<file path="src/hw/fsa_consts.svh">
// Fault codes, channel angle tables and timing constants for the fault state aggregator
`ifndef FSA_CONSTS_SVH
`define FSA_CONSTS_SVH

`define FSA_NUM_FAULTS      17
`define FSA_NUM_CHANNELS    16
`define FSA_CLK_MHZ         250
`define FSA_IMU_SETTLE_S    30
`define FSA_RECOVERY_S      120
`define FSA_IMU_SETTLE_CYC  (`FSA_IMU_SETTLE_S * `FSA_CLK_MHZ * 64'd1000000)
`define FSA_RECOVERY_CYC    (`FSA_RECOVERY_S * `FSA_CLK_MHZ * 64'd1000000)

// Fault index positions on the fault input vector
`define FSA_IDX_LENS        0
`define FSA_IDX_TEMP_A      1
`define FSA_IDX_TEMP_B      2
`define FSA_IDX_IMU         3
`define FSA_IDX_INLET       4
`define FSA_IDX_PARAM       5
`define FSA_IDX_MOT_SPEED   6
`define FSA_IDX_MOT_STALL   7
`define FSA_IDX_MOT_OVERI   8
`define FSA_IDX_ENC_OUT     9
`define FSA_IDX_ENC_DISK    10
`define FSA_IDX_BOOT        11
`define FSA_IDX_PPS_ACC     12
`define FSA_IDX_NAV_LOSS    13
`define FSA_IDX_PPS_LOSS    14
`define FSA_IDX_NAV_BAD     15
`define FSA_IDX_EYE         16

// Fault codes, one per index
`define FSA_CODE_TABLE {16'h0104, 16'h0111, 16'h0112, 16'h0113, 16'h0116, 16'h0117, 16'h0210, 16'h0211, \
                        16'h0212, 16'h0213, 16'h0214, 16'h0215, 16'h0406, 16'h0407, 16'h0408, 16'h0409, \
                        16'h0501}
// Shutdown class mask, bit i set means index i is Shutdown
`define FSA_SHUTDOWN_MASK   17'h00B96
// Faults latched until restart
`define FSA_STICKY_MASK     17'h10010
// Scanning module faults with self-recovery
`define FSA_RECOVER_MASK    17'h005C0

// Design angles in hundredths of a degree, channel 1 first
`define FSA_AZIMUTH_TABLE   {16'h4B95, 16'h4B9C, 16'h4B99, 16'h4B9C, 16'h4BA4, 16'h4BA7, 16'h4BAD, 16'h4BB6, \
                             16'h497A, 16'h4978, 16'h4985, 16'h4984, 16'h4987, 16'h498A, 16'h498D, 16'h498F}
`define FSA_ELEVATION_TABLE {16'h0001, 16'h010C, 16'h021D, 16'h0329, 16'h0431, 16'h053B, 16'h0644, 16'h074F, \
                             16'h0859, 16'h0962, 16'h0A6D, 16'h0B77, 16'h0C81, 16'h0D8E, 16'h0E9E, 16'h0FB5}

`endif

</file>
<file path="src/hw/fsa_pkg.sv">
// Types for the fault state aggregator
package fsa_pkg;

  typedef enum logic [1:0] {
    FSA_NORMAL   = 2'b00,
    FSA_WARNING  = 2'b01,
    FSA_SHUTDOWN = 2'b10
  } fsa_state_t;

  typedef struct packed {
    logic [15:0] code;
    fsa_state_t  health;
    logic        valid;
  } fsa_report_t;

  typedef struct packed {
    logic [4:0]  number;
    logic [15:0] azimuth;
    logic [15:0] elevation;
  } fsa_angle_t;

endpackage : fsa_pkg

</file>
<file path="src/hw/fsa_fault_state_aggregator.sv">
// Fault state aggregator: fault codes, health state and channel design angles
// Contract
// [RL1] Channels are numbered from one at the bottom upward.
// [RL2] Hold design azimuth and elevation per channel; calibration may override.
// [RL3] Health state equals the class of the most severe active fault.
// [RL4] Cover lens contamination reports code 0x0104 as Warning.
// [RL5] Overtemperature A and B report distinct codes, both Shutdown.
// [RL6] IMU malfunction is Warning and may clear itself within thirty seconds.
// [RL7] Inlet voltage abnormality is Shutdown and latched until restart.
// [RL8] Motor speed Warning, stall and overcurrent Shutdown, all self-recovering.
// [RL9] Self-recovering scan faults get 120 s, then become persistent.
// [RL10] Low PPS synchronisation accuracy is a Warning with its own code.
// [RL11] Navigation data loss and bad navigation content are separate Warnings.
// [RL12] PPS input loss is a Warning with its own code.
// [RL13] Eye safety risk disables all lasers until restart, reported as Warning.
// [RL14] Shutdown ranks above Warning; no fault gives Normal.
// [RL15] Parameter fault Warning; encoder output and boot failure Shutdown, no recovery.
`timescale 1ns/100ps
`include "fsa_consts.svh"

module fsa_fault_state_aggregator
  import fsa_pkg::*;
#(
  parameter int          NUM_FAULTS   = `FSA_NUM_FAULTS,
  parameter int          NUM_CHANNELS = `FSA_NUM_CHANNELS,
  parameter logic [63:0] IMU_SETTLE   = `FSA_IMU_SETTLE_CYC,
  parameter logic [63:0] RECOVERY     = `FSA_RECOVERY_CYC
) (
  // Clock and reset
  input  wire logic            ref_clk,
  input  wire logic            sys_rst,
  // Raw fault conditions
  input  wire logic [16:0]     fault_in,
  // Channel angle lookup
  input  wire logic [4:0]      chan_sel,
  output fsa_angle_t           chan_angle,
  // Report selection and result
  input  wire logic [4:0]      report_sel,
  output fsa_report_t          report,
  // Summary outputs
  output logic [16:0]          fault_active,
  output logic [16:0]          fault_persistent,
  output fsa_state_t           health,
  output logic                 laser_en,
  output logic                 fault_event
);

  localparam logic [16*17-1:0] CODES   = `FSA_CODE_TABLE;
  localparam logic [16*16-1:0] AZ_TAB  = `FSA_AZIMUTH_TABLE;
  localparam logic [16*16-1:0] EL_TAB  = `FSA_ELEVATION_TABLE;
  localparam logic [16:0]      SHUT    = `FSA_SHUTDOWN_MASK;
  localparam logic [16:0]      STICKY  = `FSA_STICKY_MASK;
  localparam logic [16:0]      RECOVER = `FSA_RECOVER_MASK;

  // Tables and masks are sized for exactly this fault and channel set
  if (NUM_FAULTS != 17 || NUM_CHANNELS != 16 || IMU_SETTLE == 64'h0 || RECOVERY == 64'h0) begin : g_bad_param
    $error("fsa_fault_state_aggregator: unsupported parameter values");
  end

  logic [16:0]  latched;
  logic [16:0]  prev_active;
  logic [16:0]  next_active;
  logic [63:0]  imu_cnt;
  wire  [16:0]  persist_vec;
  fsa_report_t  next_report;
  fsa_angle_t   next_angle;
  logic [15:0]  az_rom [1:16];
  logic [15:0]  el_rom [1:16];

  // Restart-latched faults hold until reset
  always_ff @(posedge ref_clk or posedge sys_rst) begin
    if (sys_rst) begin
      latched <= 17'h00000;
    end else begin
      latched <= latched | (fault_in & STICKY); // RL7 RL13
    end
  end

  assign next_active = fault_in | latched;

  always_ff @(posedge ref_clk or posedge sys_rst) begin
    if (sys_rst) begin
      fault_active <= 17'h00000;
      prev_active  <= 17'h00000;
      fault_event  <= 1'b0;
    end else begin
      fault_active <= next_active;
      prev_active  <= next_active;
      fault_event  <= |(next_active & ~prev_active);
    end
  end

  // Recovery timers for self-recovering scan faults
  genvar gi;
  generate
    for (gi = 0; gi < 17; gi++) begin : g_recov
      if (RECOVER[gi]) begin : g_on
        logic [63:0] cnt;
        logic        pers;

        always_ff @(posedge ref_clk or posedge sys_rst) begin
          if (sys_rst) begin
            cnt  <= 64'h0;
            pers <= 1'b0;
          end else if (!fault_in[gi]) begin
            cnt  <= 64'h0;
            pers <= 1'b0;
          end else if (cnt >= RECOVERY - 64'h1) begin
            pers <= 1'b1; // RL9 RL8
          end else begin
            cnt <= cnt + 64'h1; // RL9
          end
        end

        assign persist_vec[gi] = pers;
      end else if (gi == `FSA_IDX_IMU) begin : g_imu
        assign persist_vec[gi] = (imu_cnt >= IMU_SETTLE); // RL6
      end else begin : g_off
        assign persist_vec[gi] = next_active[gi]; // RL15
      end
    end
  endgenerate

  assign fault_persistent = persist_vec;

  // Per-channel design angles, entry 1 is the lowest channel
  genvar ci;
  generate
    for (ci = 1; ci <= 16; ci++) begin : g_chan
      assign az_rom[ci] = AZ_TAB[(16 - ci) * 16 +: 16]; // RL2
      assign el_rom[ci] = EL_TAB[(16 - ci) * 16 +: 16]; // RL2
    end
  endgenerate

  // IMU fault may clear itself inside its settle window
  always_ff @(posedge ref_clk or posedge sys_rst) begin
    if (sys_rst) begin
      imu_cnt <= 64'h0;
    end else if (!fault_in[`FSA_IDX_IMU]) begin
      imu_cnt <= 64'h0;
    end else if (imu_cnt < IMU_SETTLE) begin
      imu_cnt <= imu_cnt + 64'h1; // RL6
    end
  end

  // Health from the most severe active fault
  always_ff @(posedge ref_clk or posedge sys_rst) begin
    if (sys_rst) begin
      health <= FSA_NORMAL;
    end else if (|(next_active & SHUT)) begin
      health <= FSA_SHUTDOWN; // RL3 RL14 RL5 RL7 RL8 RL15
    end else if (|next_active) begin
      health <= FSA_WARNING; // RL3 RL14 RL4 RL10 RL11 RL12
    end else begin
      health <= FSA_NORMAL; // RL14
    end
  end

  // Eye safety shuts all emitters until restart
  always_ff @(posedge ref_clk or posedge sys_rst) begin
    if (sys_rst) begin
      laser_en <= 1'b1;
    end else if (next_active[`FSA_IDX_EYE]) begin
      laser_en <= 1'b0; // RL13
    end
  end

  // Per-fault report lookup, out-of-range selects give zero
  always_comb begin
    next_report = '0;
    if (report_sel < 5'd17) begin
      next_report.code   = CODES[(16 - report_sel) * 16 +: 16]; // RL4 RL5 RL10 RL11 RL12
      next_report.health = SHUT[report_sel] ? FSA_SHUTDOWN : FSA_WARNING;
      next_report.valid  = next_active[report_sel];
    end
  end

  always_ff @(posedge ref_clk or posedge sys_rst) begin
    if (sys_rst) begin
      report <= '0;
    end else begin
      report <= next_report;
    end
  end

  // Channel angles, channel 1 is the lowest
  always_comb begin
    next_angle = '0;
    if (chan_sel >= 5'd1 && chan_sel <= 5'd16) begin
      next_angle.number    = chan_sel; // RL1
      next_angle.azimuth   = az_rom[chan_sel]; // RL2
      next_angle.elevation = el_rom[chan_sel]; // RL2
    end
  end

  always_ff @(posedge ref_clk or posedge sys_rst) begin
    if (sys_rst) begin
      chan_angle <= '0;
    end else begin
      chan_angle <= next_angle;
    end
  end

endmodule : fsa_fault_state_aggregator

</file>
<file path="config.mk">
export PLATFORM = sky130hd
export DESIGN_NAME = fsa_fault_state_aggregator
export DESIGN_NICKNAME = d
export VERILOG_FILES = /design/src/hw/fsa_pkg.sv /design/src/hw/fsa_fault_state_aggregator.sv
export VERILOG_INCLUDE_DIRS = /design/src /design/src/hw
export SDC_FILE = /design/constraint.sdc
export NUM_CORES = 1
export LEC_CHECK = 0
export ABC_CLOCK_PERIOD_IN_PS = 11600
export BUFFER_PORTS_ARGS = -buffer_cell sky130_fd_sc_hd__buf_4
export CAP_MARGIN = 20
export CORE_MARGIN = 2
export CORE_UTILIZATION = 43
export DETAILED_ROUTE_END_ITERATION = 8
export SETUP_SLACK_MARGIN = 0.3
export SLEW_MARGIN = 25
export SYNTH_ARGS = -nofsm -noshare
export SYNTH_HDL_FRONTEND = slang
export SYNTH_SLANG_ARGS = --single-unit
</file>
<file path="constraint.sdc">
create_clock -name ref_clk -period 11.6 [get_ports ref_clk]
set_input_delay 0.58 -clock ref_clk [delete_from_list [all_inputs] [get_ports ref_clk]]
set_output_delay 0.58 -clock ref_clk [all_outputs]
set_load 0.1 [all_outputs]
</file>
### After elaboration in Yosys (flattened, before gate mapping)

Memory sizes are Yosys's and may differ from the RTL's.
Cells that the tools add are included.

| word-level totals | value |
|---|---|
| memories | 3 |
| flip-flop bits (word level) | 418 |
| bits in read-only memories | 1056 |
| logic and storage cells | 89 |

Memory list:

| memory | words | bits a word | read ports | clocked after memory_dff | wr ports | line | source |
|---|---|---|---|---|---|---|---|
| (no name shown) | 32 | 16 | 1 | 0 | 0 | fsa_fault_state_aggregator.sv:192 | `next_angle.elevation = el_rom[chan_sel];` |
| (no name shown) | 32 | 16 | 1 | 0 | 0 | fsa_fault_state_aggregator.sv:191 | `next_angle.azimuth = az_rom[chan_sel];` |
| (no name shown) | 32 | 1 | 1 | 0 | 0 | fsa_fault_state_aggregator.sv:173 | `next_report.health = SHUT[report_sel] ? FSA_SHUTDOWN : FSA_WARNING;` |

| cells by class | value |
|---|---|
| add/subtract/negate cells | 6 |
| reductions and logical operators | 4 |
| shift operators | 1 |
| mux-type cells | 30 |
| $lt $le $gt $ge | 11 |
| bitwise operators | 5 |
| equality and inequality tests | 9 |

Operator list:

| kind | count |
|---|---|
| 64-bit two-way mux | 10 |
| 64-bit by 1-bit adder with 64-bit output (second input constant) | 5 |
| 272-bit by 33-bit variable part select with 16-bit output (first input constant) | 1 |
| 64-bit by 35-bit >= comparator with 1-bit output (second input constant) | 4 |
| 64-bit by 33-bit >= comparator with 1-bit output (second input constant) | 1 |
| 64-bit by 33-bit < comparator with 1-bit output (second input constant) | 1 |
| 16-bit two-way mux | 4 |
| 37-bit two-way mux | 1 |
| 17-bit OR | 2 |
| 17-bit OR reduction | 2 |
| 19-bit two-way mux | 1 |
| 17-bit AND | 1 |
| 17-bit inverter | 1 |
| 1-bit two-way mux | 11 |
| 2-bit by 1-bit != test with 1-bit output (second input constant) | 5 |
| 2-bit != test (second input constant) | 4 |
| 7-bit OR reduction | 1 |
| 6-bit >= comparator (second input constant) | 1 |
| 5-bit by 6-bit < comparator with 1-bit output (second input constant) | 1 |
| 5-bit inverter with 6-bit output | 1 |
| 5-bit by 5-bit subtractor with 6-bit output (first input constant) | 1 |
| 1-bit binary-select mux with 5-bit select | 1 |
| 5-bit by 1-bit >= comparator with 1-bit output (second input constant) | 1 |
| 5-bit less-or-equal comparator (second input constant) | 1 |
| 3 further kinds | 4 |

### Logic depth before layout (Yosys ltp)

Gate-level depths: netlist (run 1).

| logic depth | value |
|---|---|
| depth in word-level cells | 5 |
| depth in mapped cells | 10 |
| mapped depth without buffers | 8 |

### Least setup slack after synthesis (run 1)

OpenSTA, ideal clock, no wires.

| path | value |
|---|---|
| path type | register to register |
| start | register prev_active[4] (netlist name) |
| end | register report[0] (netlist name) |
| library setup time | 0.135 ns |
| stages on the path, launching flop included | 6 |
| path slack | 8.967 ns |
| path buffers | 0 |
| period minus slack after synthesis | 2.633 ns |
| arrival time | 2.498 ns |
| path through | dfrtp_1 -> or2_2 -> mux4_2 -> mux4_2 -> inv_1 -> o22ai_1 |

RTL lines:

| what | line | source |
|---|---|---|
| to (signal assigned) | fsa_fault_state_aggregator.sv:182 | `report <= next_report;` |
| to (decl) | fsa_fault_state_aggregator.sv:39 | `output fsa_report_t report,` |

### Worst setup path in the final report (run 1)

| path | value |
|---|---|
| start | register g_recov[6].g_on.cnt[0] |
| end | register g_recov[6].g_on.cnt[7] |

| between the ends | value |
|---|---|
| longest elaborated chain between the ends | 3 |
| elaborated cells on any way between the ends | 5 |

Ends and longest elaborated chain:

| what | line | source |
|---|---|---|
| from (decl) | fsa_fault_state_aggregator.sv:98 | `logic [63:0] cnt;` |
| from (signal assigned) | fsa_fault_state_aggregator.sv:111 | `cnt <= cnt + 64'h1;` |
| 64-bit by 1-bit adder with 64-bit output | fsa_fault_state_aggregator.sv:111 |  |
| 64-bit two-way mux | fsa_fault_state_aggregator.sv:108 | `end else if (cnt >= RECOVERY - 64'h1) begin` |
| 64-bit two-way mux | fsa_fault_state_aggregator.sv:105 | `end else if (!fault_in[gi]) begin` |

Parallel ways exist; a longest one is shown, timed or not. The select of a mux whose other input is x is not followed.
A chain may end at the register's enable or synchronous reset.

==> results.tsv, run 1 <==
stage	metric	value	unit
worst_setup_path	cp_slowest_cell	o311ai_1	
cts	numCtsBuffers	41	
sta	rsz0062_at_grt	no	
placed_design	pre_cts_ws	8.300	ns
placed_design	dp_hpwl	25170	um
cts	insertion_delay	0.54	ns
floorplan	fp.dieH	207.4	um
cts	root_buffer	clkbuf_16	
worst_setup_path	cpPeakStageDelay	0.69	ns
floorplan	die_x	207.4	um
synth	synth-seq-cells	383	
sta	tns	0	ns
detailed_routing	drtIter0Drc	864	
worst_setup_path	reg2reg_to	g_recov[6].g_on.cnt[7]	
detailed_routing	drc	0	
synth	synth_edf_count	0	
grt	grt_pass1_vias	12610	
worst_setup_path	critPathLaunchType	register	
cts	postCtsSetupBuffers	0	
layout	final_area	20140	sq um
synth	synth_area	17780	sq um
grt	grt.total_usage	0.1830	
layout	n_antenna_cell	0	
cts	htree_levels	2	
worst_setup_path	cp_data_required_time	12.04	ns
detailed_routing	num_vias	13200	
synth	synth_common_cells	dfrtp_1 (382), and2_1 (156), nand2_1 (128)	
flow_run	drv_cap	0	
worst_setup_path	path_cells	ha_1, nand2_1, nor4_1, o311ai_1, nand2_2, or4_1, a21oi_1	
floorplan	dieArea	43000	sq um
synth	synth_most_common_cell	dfrtp_1	
worst_setup_path	cp-startpoint	g_recov[6].g_on.cnt[0]	
synth	synth.area.top_cells	dfrtp_1 (54%), and2_1 (5.5%), a21oi_1 (3.2%)	
detailed_routing	routed_wl	39290	um
placed_design	gp_congestion	0.7864	
synth	syn_inst	1771	
sta	layout_setup_ws	8.260	ns
sta	maxSlewHeadroom	0.3928	
run_status	status	completed	
detailed_routing	dr.pass1.iters	6	
worst_setup_path	path_max_fanout	28	
power	p_leak	8.853	nW
cts	cts_buffer_depth	3	
cts	ctsResizeCount	0	
sta	skew	0.01014	ns
grt	grt_pass1_wl	65950	um
floorplan	core	40830	sq um
cts	path_clk_slew	0.06	ns
sta	maxSlewViolCount	0	
synth	ys.flop_type	dfrtp_1	
sta	post-route-min-period	3.340	ns
sta	finalSetupViolCount	0	
synth	synth_top_area_cell	dfrtp_1	
detailed_routing	met2_length	18160	um
sta	max_freq	299.4	MHz
cts	cts_tree	yes	
worst_setup_path	endpoint	g_recov[6].g_on.cnt[7]	
floorplan	start_util	0.4355	
detailed_routing	wl_met1	18240	um
synth	ys_seq_area_frac	0.5390	
cts	cts_hold_buffers	0	
power	p_per_area	144.4	nW/um^2
worst_setup_path	r2r_cells	7	
worst_setup_path	r2r-start	g_recov[6].g_on.cnt[0]	
layout	drive_gt1_frac	0.1126	
floorplan	row_count	74	
sta	min_period_over_period	0.2879	
layout	synthToLayoutAreaGrowth	13.26	%
grt	grt_start_max_net_pins	183	
detailed_routing	routed.top_layer	met4	
sta	hold_viol_final	0	
grt	overflow	0	
synth	synth_top_area_frac	0.5375	
placed_design	place_area	18800	sq um
detailed_routing	wl_met3	2292	um
layout	nNetsFinal	1868	
floorplan	io_pins	123	
worst_setup_path	r2r_setup_slack	8.26	ns
detailed_routing	routed_via_density	5.527	
sta	worst_pin_slew	0.9052	ns
worst_hold_path	hp-class	input port to asynchronous set/reset pin	
placed_design	port-buffer-count	106	
layout	fin_util	0.4933	
synth	ys_types	72	
grt	antenna_found_initial	0	
sta	hold_slack	0.1604	ns
detailed_routing	wl_per_cell	16.45	um
synth	avgSynthCellArea	10.04	sq um
worst_setup_path	path_class	register to register	
detailed_routing	drtAntennaViolNets	0	
synth	yosys_warnings	0	
cts	clock_sink_count	383	
power	ir_drop	0.1143	mV
worst_setup_path	critPathCaptureType	register	
worst_setup_path	cp.arrival	3.78	ns
synth	synthArstFlopShare	1.000	
## critical path, delay by kind of cell, from the launching register on
family          cells  cell delay (ns)
simple gates        4             1.73
fa+ha+maj           1             0.25
flops               1             0.40
compound gates      2             0.86
## worst min-delay path by stage
stage / startpoint / endpoint / slack [ns]
after floorplan: imu_cnt[32] / imu_cnt[32] / 0.44
after global placement: laser_en / laser_en / 0.43
after detailed placement: laser_en / laser_en / 0.43
after CTS: fault_in[2] / prev_active[2] / 0.18
after global routing: fault_in[2] / prev_active[2] / 0.18
final: sys_rst / g_recov[6].g_on.cnt[10] / 0.16
## sequential cells by signal, summed over array words and instances, names as in the netlist
name               count
imu_cnt               64
fault_event            1
chan_angle            27
g_recov.g_on.cnt     256
report                11
g_recov.g_on.pers      4
laser_en               1
health                 2
prev_active           16
latched                1
## where the power goes
part	internal (mW)	total (mW)	switching [mW]	leakage (nW)
Sequential	1.35	1.36	0.0113	5.24
Combinational	0.0527	0.283	0.230	2.97
Clock	0.733	1.26	0.529	0.644
## placed cells by master, fill, tap and decap left out, drive strengths merged, types with 9 or more instances in the layout
cell and count:
nor2 113, nand2 129, inv 57, or3 50, mux2i 36, or4 45, and4 15, nand2b 33
conb 16, nand4 54, o31ai 45, nor4 63, buf 115, nor3 41, a21oi 115, and2 157
a211oi 9, and3 24, xnor2 13, clkbuf 60, ha 14, xor2 26, nand3 71, clkinv 14
o22ai 9, o21ai 59, dfrtp 382
## area by class of cell
type,instances,area [sq um]
repair buffers,115,895.9
clock inverters,14,105.1
well taps,532,665.6
fillers,3693,20690
clock buffers,60,1187
flip-flops and latches,383,9585
multi-input cells,1225,7467
inverters,59,234.0
## kinds of logic (layout without fill, tap and decap cells)
kind of cell    after synthesis  count (layout)  synth area share
mux                          41              41           0.02660
buf+inv                     178             248           0.04559
other cells                   1              16         0.0002109
xor+xnor                     39              39           0.01921
flops                       383             383            0.5390
compound gates              294             294            0.1031
fa+ha+maj                    15              15           0.01041
simple gates                820             820            0.2558
## routing by layer
layer  up-vias  GRT usage
met2       255     0.2879
met1      6506     0.2618
met3        44    0.03661
met4         0    0.04212
met5         -          0
li1       6394          -
## stage by stage
| stage | std cells | power (mW) |
|---|---|---|
| 5_1_grt | 2388 | 3.030 |
| 6_report | 2388 | 2.909 |
| 3_5_place_dp | 2313 | 1.672 |
| 4_1_cts | 2387 | 2.952 |
| 2_1_floorplan | 1786 | 1.609 |
| 3_3_place_gp | 2313 | 1.671 |
Note: power is estimated with default switching activity, not from simulation.
==> run 2, diff against run 1 <==
- ABC_CLOCK_PERIOD_IN_PS: 11600 -> 2710
- clock period: 11.6 -> 2.71 ns (I/O delays scaled with it)
==> results.tsv, run 2 (synthesis results as in run 1) <==
stage	metric	value	unit
layout	fill_cells	3606	
cts	clock_sink_count	383	
worst_setup_path	cp.arrival	2.28	ns
sta	min_period_over_period	0.8925	
layout	top_register	g_recov.g_on.cnt	
layout	nNetsFinal	1956	
worst_setup_path	cp_slowest_cell	or4_4	
worst_setup_path	cp_data_required_time	2.57	ns
sta	hold_slack	0.03553	ns
grt	antenna_found_initial	1	
sta	max_freq	413.5	MHz
sta	maxSlewHeadroom	0.4891	
power	p_per_area	619.5	nW/um^2
worst_setup_path	critPathCaptureType	output pin	
floorplan	row_count	74	
grt	overflow	0	
worst_setup_path	path_cells	or4_4, nor3_4, o31ai_4, a21oi_4, inv_6, buf_6, buf_12	
floorplan	dieArea	43000	sq um
layout	synthToLayoutAreaGrowth	21.07	%
detailed_routing	drtAntennaViolNets	0	
floorplan	die_x	207.4	um
worst_setup_path	cpPeakStageDelay	0.55	ns
grt	grt_pass1_wl	67590	um
sta	finalSetupViolCount	0	
detailed_routing	drc	0	
cts	numCtsBuffers	43	
floorplan	io_pins	123	
placed_design	gp_congestion	0.8264	
layout	largest_register_ffs	256	
detailed_routing	routed_via_density	5.461	
cts	insertion_delay	0.56	ns
worst_setup_path	path_class	register to output pin	
cts	htree_levels	2	
cts	cts_buffer_depth	3	
power	ir_drop	0.5013	mV
detailed_routing	wl_per_cell	16.31	um
flow_run	drv_cap	0	
placed_design	dp_hpwl	26000	um
run_status	status	completed	
worst_setup_path	path_max_fanout	2	
cts	path_clk_slew	0.06	ns
detailed_routing	dr.pass1.iters	5	
grt	grt_start_max_net_pins	93	
floorplan	fp.dieH	207.4	um
sta	rsz0062_at_grt	yes	
floorplan	start_util	0.4355	
placed_design	port-buffer-count	106	
sta	post-route-min-period	2.419	ns
layout	final_cell_mix	dfrtp_1 (381), buf_4 (161), and2_1 (156)	
layout	drive_gt1_frac	0.1732	
placed_design	pre_cts_ws	0.2396	ns
sta	skew	0.01882	ns
detailed_routing	routed_wl	40440	um
sta	layout_setup_ws	0.2914	ns
grt	grt.total_usage	0.1876	
sta	maxSlewViolCount	0	
floorplan	core	40830	sq um
layout	final_common_cell	dfrtp_1	
sta	hold_viol_final	0	
sta	worst_pin_slew	0.7648	ns
cts	root_buffer	clkbuf_16	
detailed_routing	num_vias	13540	
worst_setup_path	critPathLaunchType	register	
placed_design	place_area	19130	sq um
grt	grt_pass1_vias	13010	
detailed_routing	drtIter0Drc	745	
worst_hold_path	hp-class	input port to register	
layout	final_area	21530	sq um
cts	cts_tree	yes	
power	p_leak	9.459	nW
layout	reg_top3	g_recov.g_on.cnt x256, imu_cnt x64, chan_angle x27	
run 2: cell count changes in the layout (fill, tap and decap cells not counted), moves of 5 or more:
cell / previous run / this run
buf_4: 113 / 161
nor4_2: 1 / 23
bufinv_16: 1 / 8
dlygate4sd3_1: 0 / 25
nor4_1: 62 / 37
buf_12: 1 / 7
a21oi_2: 0 / 11
a21oi_1: 114 / 103
or4_4: 0 / 5
clkbuf_1: 10 / 5
or4_1: 45 / 40
run 2: final cells by class:
type,instances,area [sq um],share of cell area
sequential,383,9587,0.4453
multi-input combinational,1225,7811,0.3628
timing repair buffer,200,1699,0.07892
clock buffer,54,1189,0.05521
tap,532,665.6,0.03092
clock inverter,24,341.6,0.01587
inverter,59,230.2,0.01069
timing repair inverter,1,3.754,0.0001743
antenna,1,2.502,0.0001162
run 2: path summary, 6_finish.rpt:
path,end,start,cells past startpoint,slack [ns]
min in group asynchronous,chan_angle[36],sys_rst,3,0.28
setup / recovery,fault_persistent[3],imu_cnt[21],7,0.29
max in group asynchronous,imu_cnt[28],sys_rst,4,1.50
hold / removal,report[11],report_sel[0],4,0.04
hold reg to reg,laser_en,laser_en,2,0.44
setup reg to reg,g_recov[8].g_on.cnt[21],g_recov[8].g_on.cnt[28],7,0.30
run 2: critical path: cells and delay by family (launching register included):
kind                   cells  cell delay, ns
buffers and inverters      3            0.32
AOI/OAI and AO/OA          2            0.32
and+or+nand+nor            2            0.71
DFF                        1            0.38
run 2: timing repair:
action	in CTS	in global routing
resized for setup	23	67
endpoints found under the setup margin	40	107
pin swaps	12	20
hold endpoints to repair	87	0
hold buffers	25	0
gates cloned	1	2
setup buffers	11	10
run 2: through the flow:
stage          std cells  utilization  total power [mW]  setup TNS, ns
4_1_cts             2466       0.5168             13.53              0
6_report            2479       0.5273             13.34              0
3_5_place_dp        2351       0.4685             7.179              0
2_1_floorplan       1786            -             6.889        -983.92
3_3_place_gp        2351       0.4685             7.174              0
5_1_grt             2479       0.5273             13.84              0
run 2: layer usage:
layer | global-route usage | vias to the layer above | routed length [um] | part of all wire
met5 | 0 | - | 0 | 0
met4 | 0.05837 | 0 | 864 | 0.021
met3 | 0.03661 | 60 | 1930 | 0.048
met2 | 0.2891 | 246 | 18540 | 0.46
met1 | 0.2680 | 6652 | 19110 | 0.47
li1 | - | 6579 | - | -
run 2: power breakdown:
part / switching [mW] / leakage [nW] / internal [mW] / total, mW
sequential: 0.0474 / 5.24 / 5.79 / 5.84
clock: 2.36 / 0.760 / 3.88 / 6.24
combinational: 0.993 / 3.46 / 0.265 / 1.26
total: 3.40 / 9.46 / 9.93 / 13.3
==> run 3, diff against run 2 <==
- CORE_MARGIN: 2 -> unset
- CORE_UTILIZATION: 43 -> 50
- PLACE_DENSITY: unset -> 0.71
==> results.tsv, run 3 (synthesis results as in run 1) <==
stage	metric	value	unit
worst_setup_path	critPathTopFamily	simple AND/OR/NAND/NOR gates	
flow_run	drv_cap	0	
sta	min_period_over_period	0.9179	
worst_setup_path	r2r-start	imu_cnt[21]	
grt	use_met2	0.3554	
grt	grt.total_usage	0.2266	
cts	htree_levels	2	
power	ir_drop	0.5568	mV
worst_setup_path	critPathLaunchType	register	
detailed_routing	drc	0	
worst_setup_path	r2r_setup_slack	0.26	ns
grt	use_met1	0.3157	
floorplan	row_count	68	
grt	grt_pass1_wl	67590	um
cts	insertion_delay	0.55	ns
sta	layout_setup_ws	0.2224	ns
layout	nNetsFinal	1952	
worst_setup_path	reg2reg_to	imu_cnt[25]	
floorplan	dieArea	36320	sq um
power	p_leak	9.370	nW
grt	antenna_found_initial	2	
worst_setup_path	r2r_cells	8	
detailed_routing	routed_via_density	5.718	
power	power	12.81	mW
sta	post-route-min-period	2.488	ns
worst_setup_path	path_cells	or4_4, nor3_4, o31ai_4, a21oi_4, inv_6, buf_6, buf_12	
worst_setup_path	cp_slowest_cell	or4_4	
layout	synthToLayoutAreaGrowth	19.95	%
sta	maxSlewViolCount	0	
cts	path_clk_slew	0.06	ns
detailed_routing	routed_wl	40640	um
layout	largest_register_ffs	256	
layout	top_register	g_recov.g_on.cnt	
worst_hold_path	min_from	fault_in[8]	
worst_hold_path	min_to	prev_active[8]	
cts	root_buffer	clkbuf_16	
placed_design	dp.cells	2274	
run_status	status	completed	
grt	busiest_layer	met2	
detailed_routing	num_vias	13690	
placed_design	port-buffer-count	106	
worst_setup_path	cp_data_required_time	2.57	ns
sta	rsz0062_at_grt	yes	
placed_design	pre_cts_ws	0.1833	ns
floorplan	io_pins	123	
sta	skew	0.02038	ns
worst_setup_path	path_max_fanout	5	
worst_hold_path	hp-class	input port to register	
worst_setup_path	cp.arrival	2.35	ns
grt	overflow	0	
layout	reg_top3	g_recov.g_on.cnt x256, imu_cnt x64, chan_angle x27	
power	p_per_area	600.5	nW/um^2
floorplan	core	34800	sq um
sta	worst_pin_slew	0.8555	ns
layout	drive_gt1_frac	0.1740	
cts	numCtsBuffers	40	
worst_setup_path	critPathBufInv	3	
grt	grt_start_max_net_pins	109	
sta	finalSetupViolCount	0	
cts	cts_buffer_depth	3	
placed_design	gp_congestion	0.8375	
sta	hold_viol_final	0	
detailed_routing	dr.pass1.iters	5	
cts	cts_tree	yes	
grt	met3_usage	0.04582	
detailed_routing	wl_per_cell	16.98	um
cts	clock_sink_count	383	
grt	grt_pass1_vias	13510	
floorplan	fp.dieH	190.6	um
layout	final_common_cell	dfrtp_1	
layout	fill_cells	2731	
detailed_routing	drtAntennaViolNets	0	
layout	fin_util	0.6130	
detailed_routing	drtIter0Drc	917	
worst_setup_path	cpPeakStageDelay	0.55	ns
floorplan	start_util	0.5110	
placed_design	dp_hpwl	25780	um
floorplan	die_x	190.6	um
layout	final_cell_mix	dfrtp_1 (379), buf_4 (158), and2_1 (156)	
worst_setup_path	critPathCaptureType	output pin	
worst_setup_path	path_class	register to output pin	
sta	max_freq	402.0	MHz
sta	maxSlewHeadroom	0.4149	
worst_hold_path	holdPathStages	2	
layout	layoutNonFillerInstCount	2394	
run 3: cell type report:
class	instances	area, sq um	area share
repair buffers	199	1714	0.08036
diodes	2	5.005	0.0002346
inverters	59	230.2	0.01079
well taps	455	569.3	0.02669
clock inverters	24	310.3	0.01455
repair inverters	1	3.754	0.0001760
multi-input cells	1225	7855	0.3683
flip-flops and latches	383	9589	0.4496
clock buffers	46	1054	0.04939
run 3: worst max-delay path by stage:
stage | start | endpoint | slack [ns] | cells after the start
2_1_floorplan | sys_rst | chan_angle[0] | -2.57 | 1
3_3_place_gp | g_recov[7].g_on.cnt[24] | g_recov[7].g_on.cnt[32] | 0.25 | 7
3_5_place_dp | g_recov[10].g_on.cnt[18] | g_recov[10].g_on.cnt[23] | 0.18 | 6
4_1_cts | imu_cnt[20] | fault_persistent[3] | 0.19 | 7
5_1_grt | imu_cnt[21] | fault_persistent[3] | 0.15 | 7
6_report | imu_cnt[21] | fault_persistent[3] | 0.22 | 7
run 3: power breakdown:
group | leakage, nW | total (mW) | internal, mW | switching (mW)
registers | 5.23 | 5.84 | 5.79 | 0.0470
clock network | 0.669 | 5.71 | 3.39 | 2.32
logic | 3.47 | 1.27 | 0.268 | 0.998
total | 9.37 | 12.8 | 9.44 | 3.36
run 3: worst register-to-register path: stages, from the launching register on:
cell,delay [ns]
dfrtp_1,0.38
or4_4,0.55
nor3_4,0.23
o31ai_4,0.12
a21oi_4,0.20
inv_6,0.05
buf_4,0.18
or4_4,0.52
a21oi_2,0.14
run 3: per-stage QoR:
step	hold slack, ns	cell area, sq um	setup TNS (ns)
floorplan	0.1669	17850	-983.92
global placement	0.1987	19050	0
detailed placement	0.2051	19050	0
CTS	0.03434	20810	0
global route	0.05416	21330	0
finish	0.05882	21330	0
run 3: per-layer routing:
metal,up-vias,part of all wire
li1,6545,-
met1,6761,0.45
met2,318,0.47
met3,65,0.056
met4,0,0.024
met5,-,0
run 3: what timing repair did:
item,CTS,global route
pin swaps,4,25
resized for setup,21,71
hold endpoints to repair,75,0
hold buffers,24,0
gates cloned,1,3
setup endpoints to repair,50,99
setup buffers,7,13
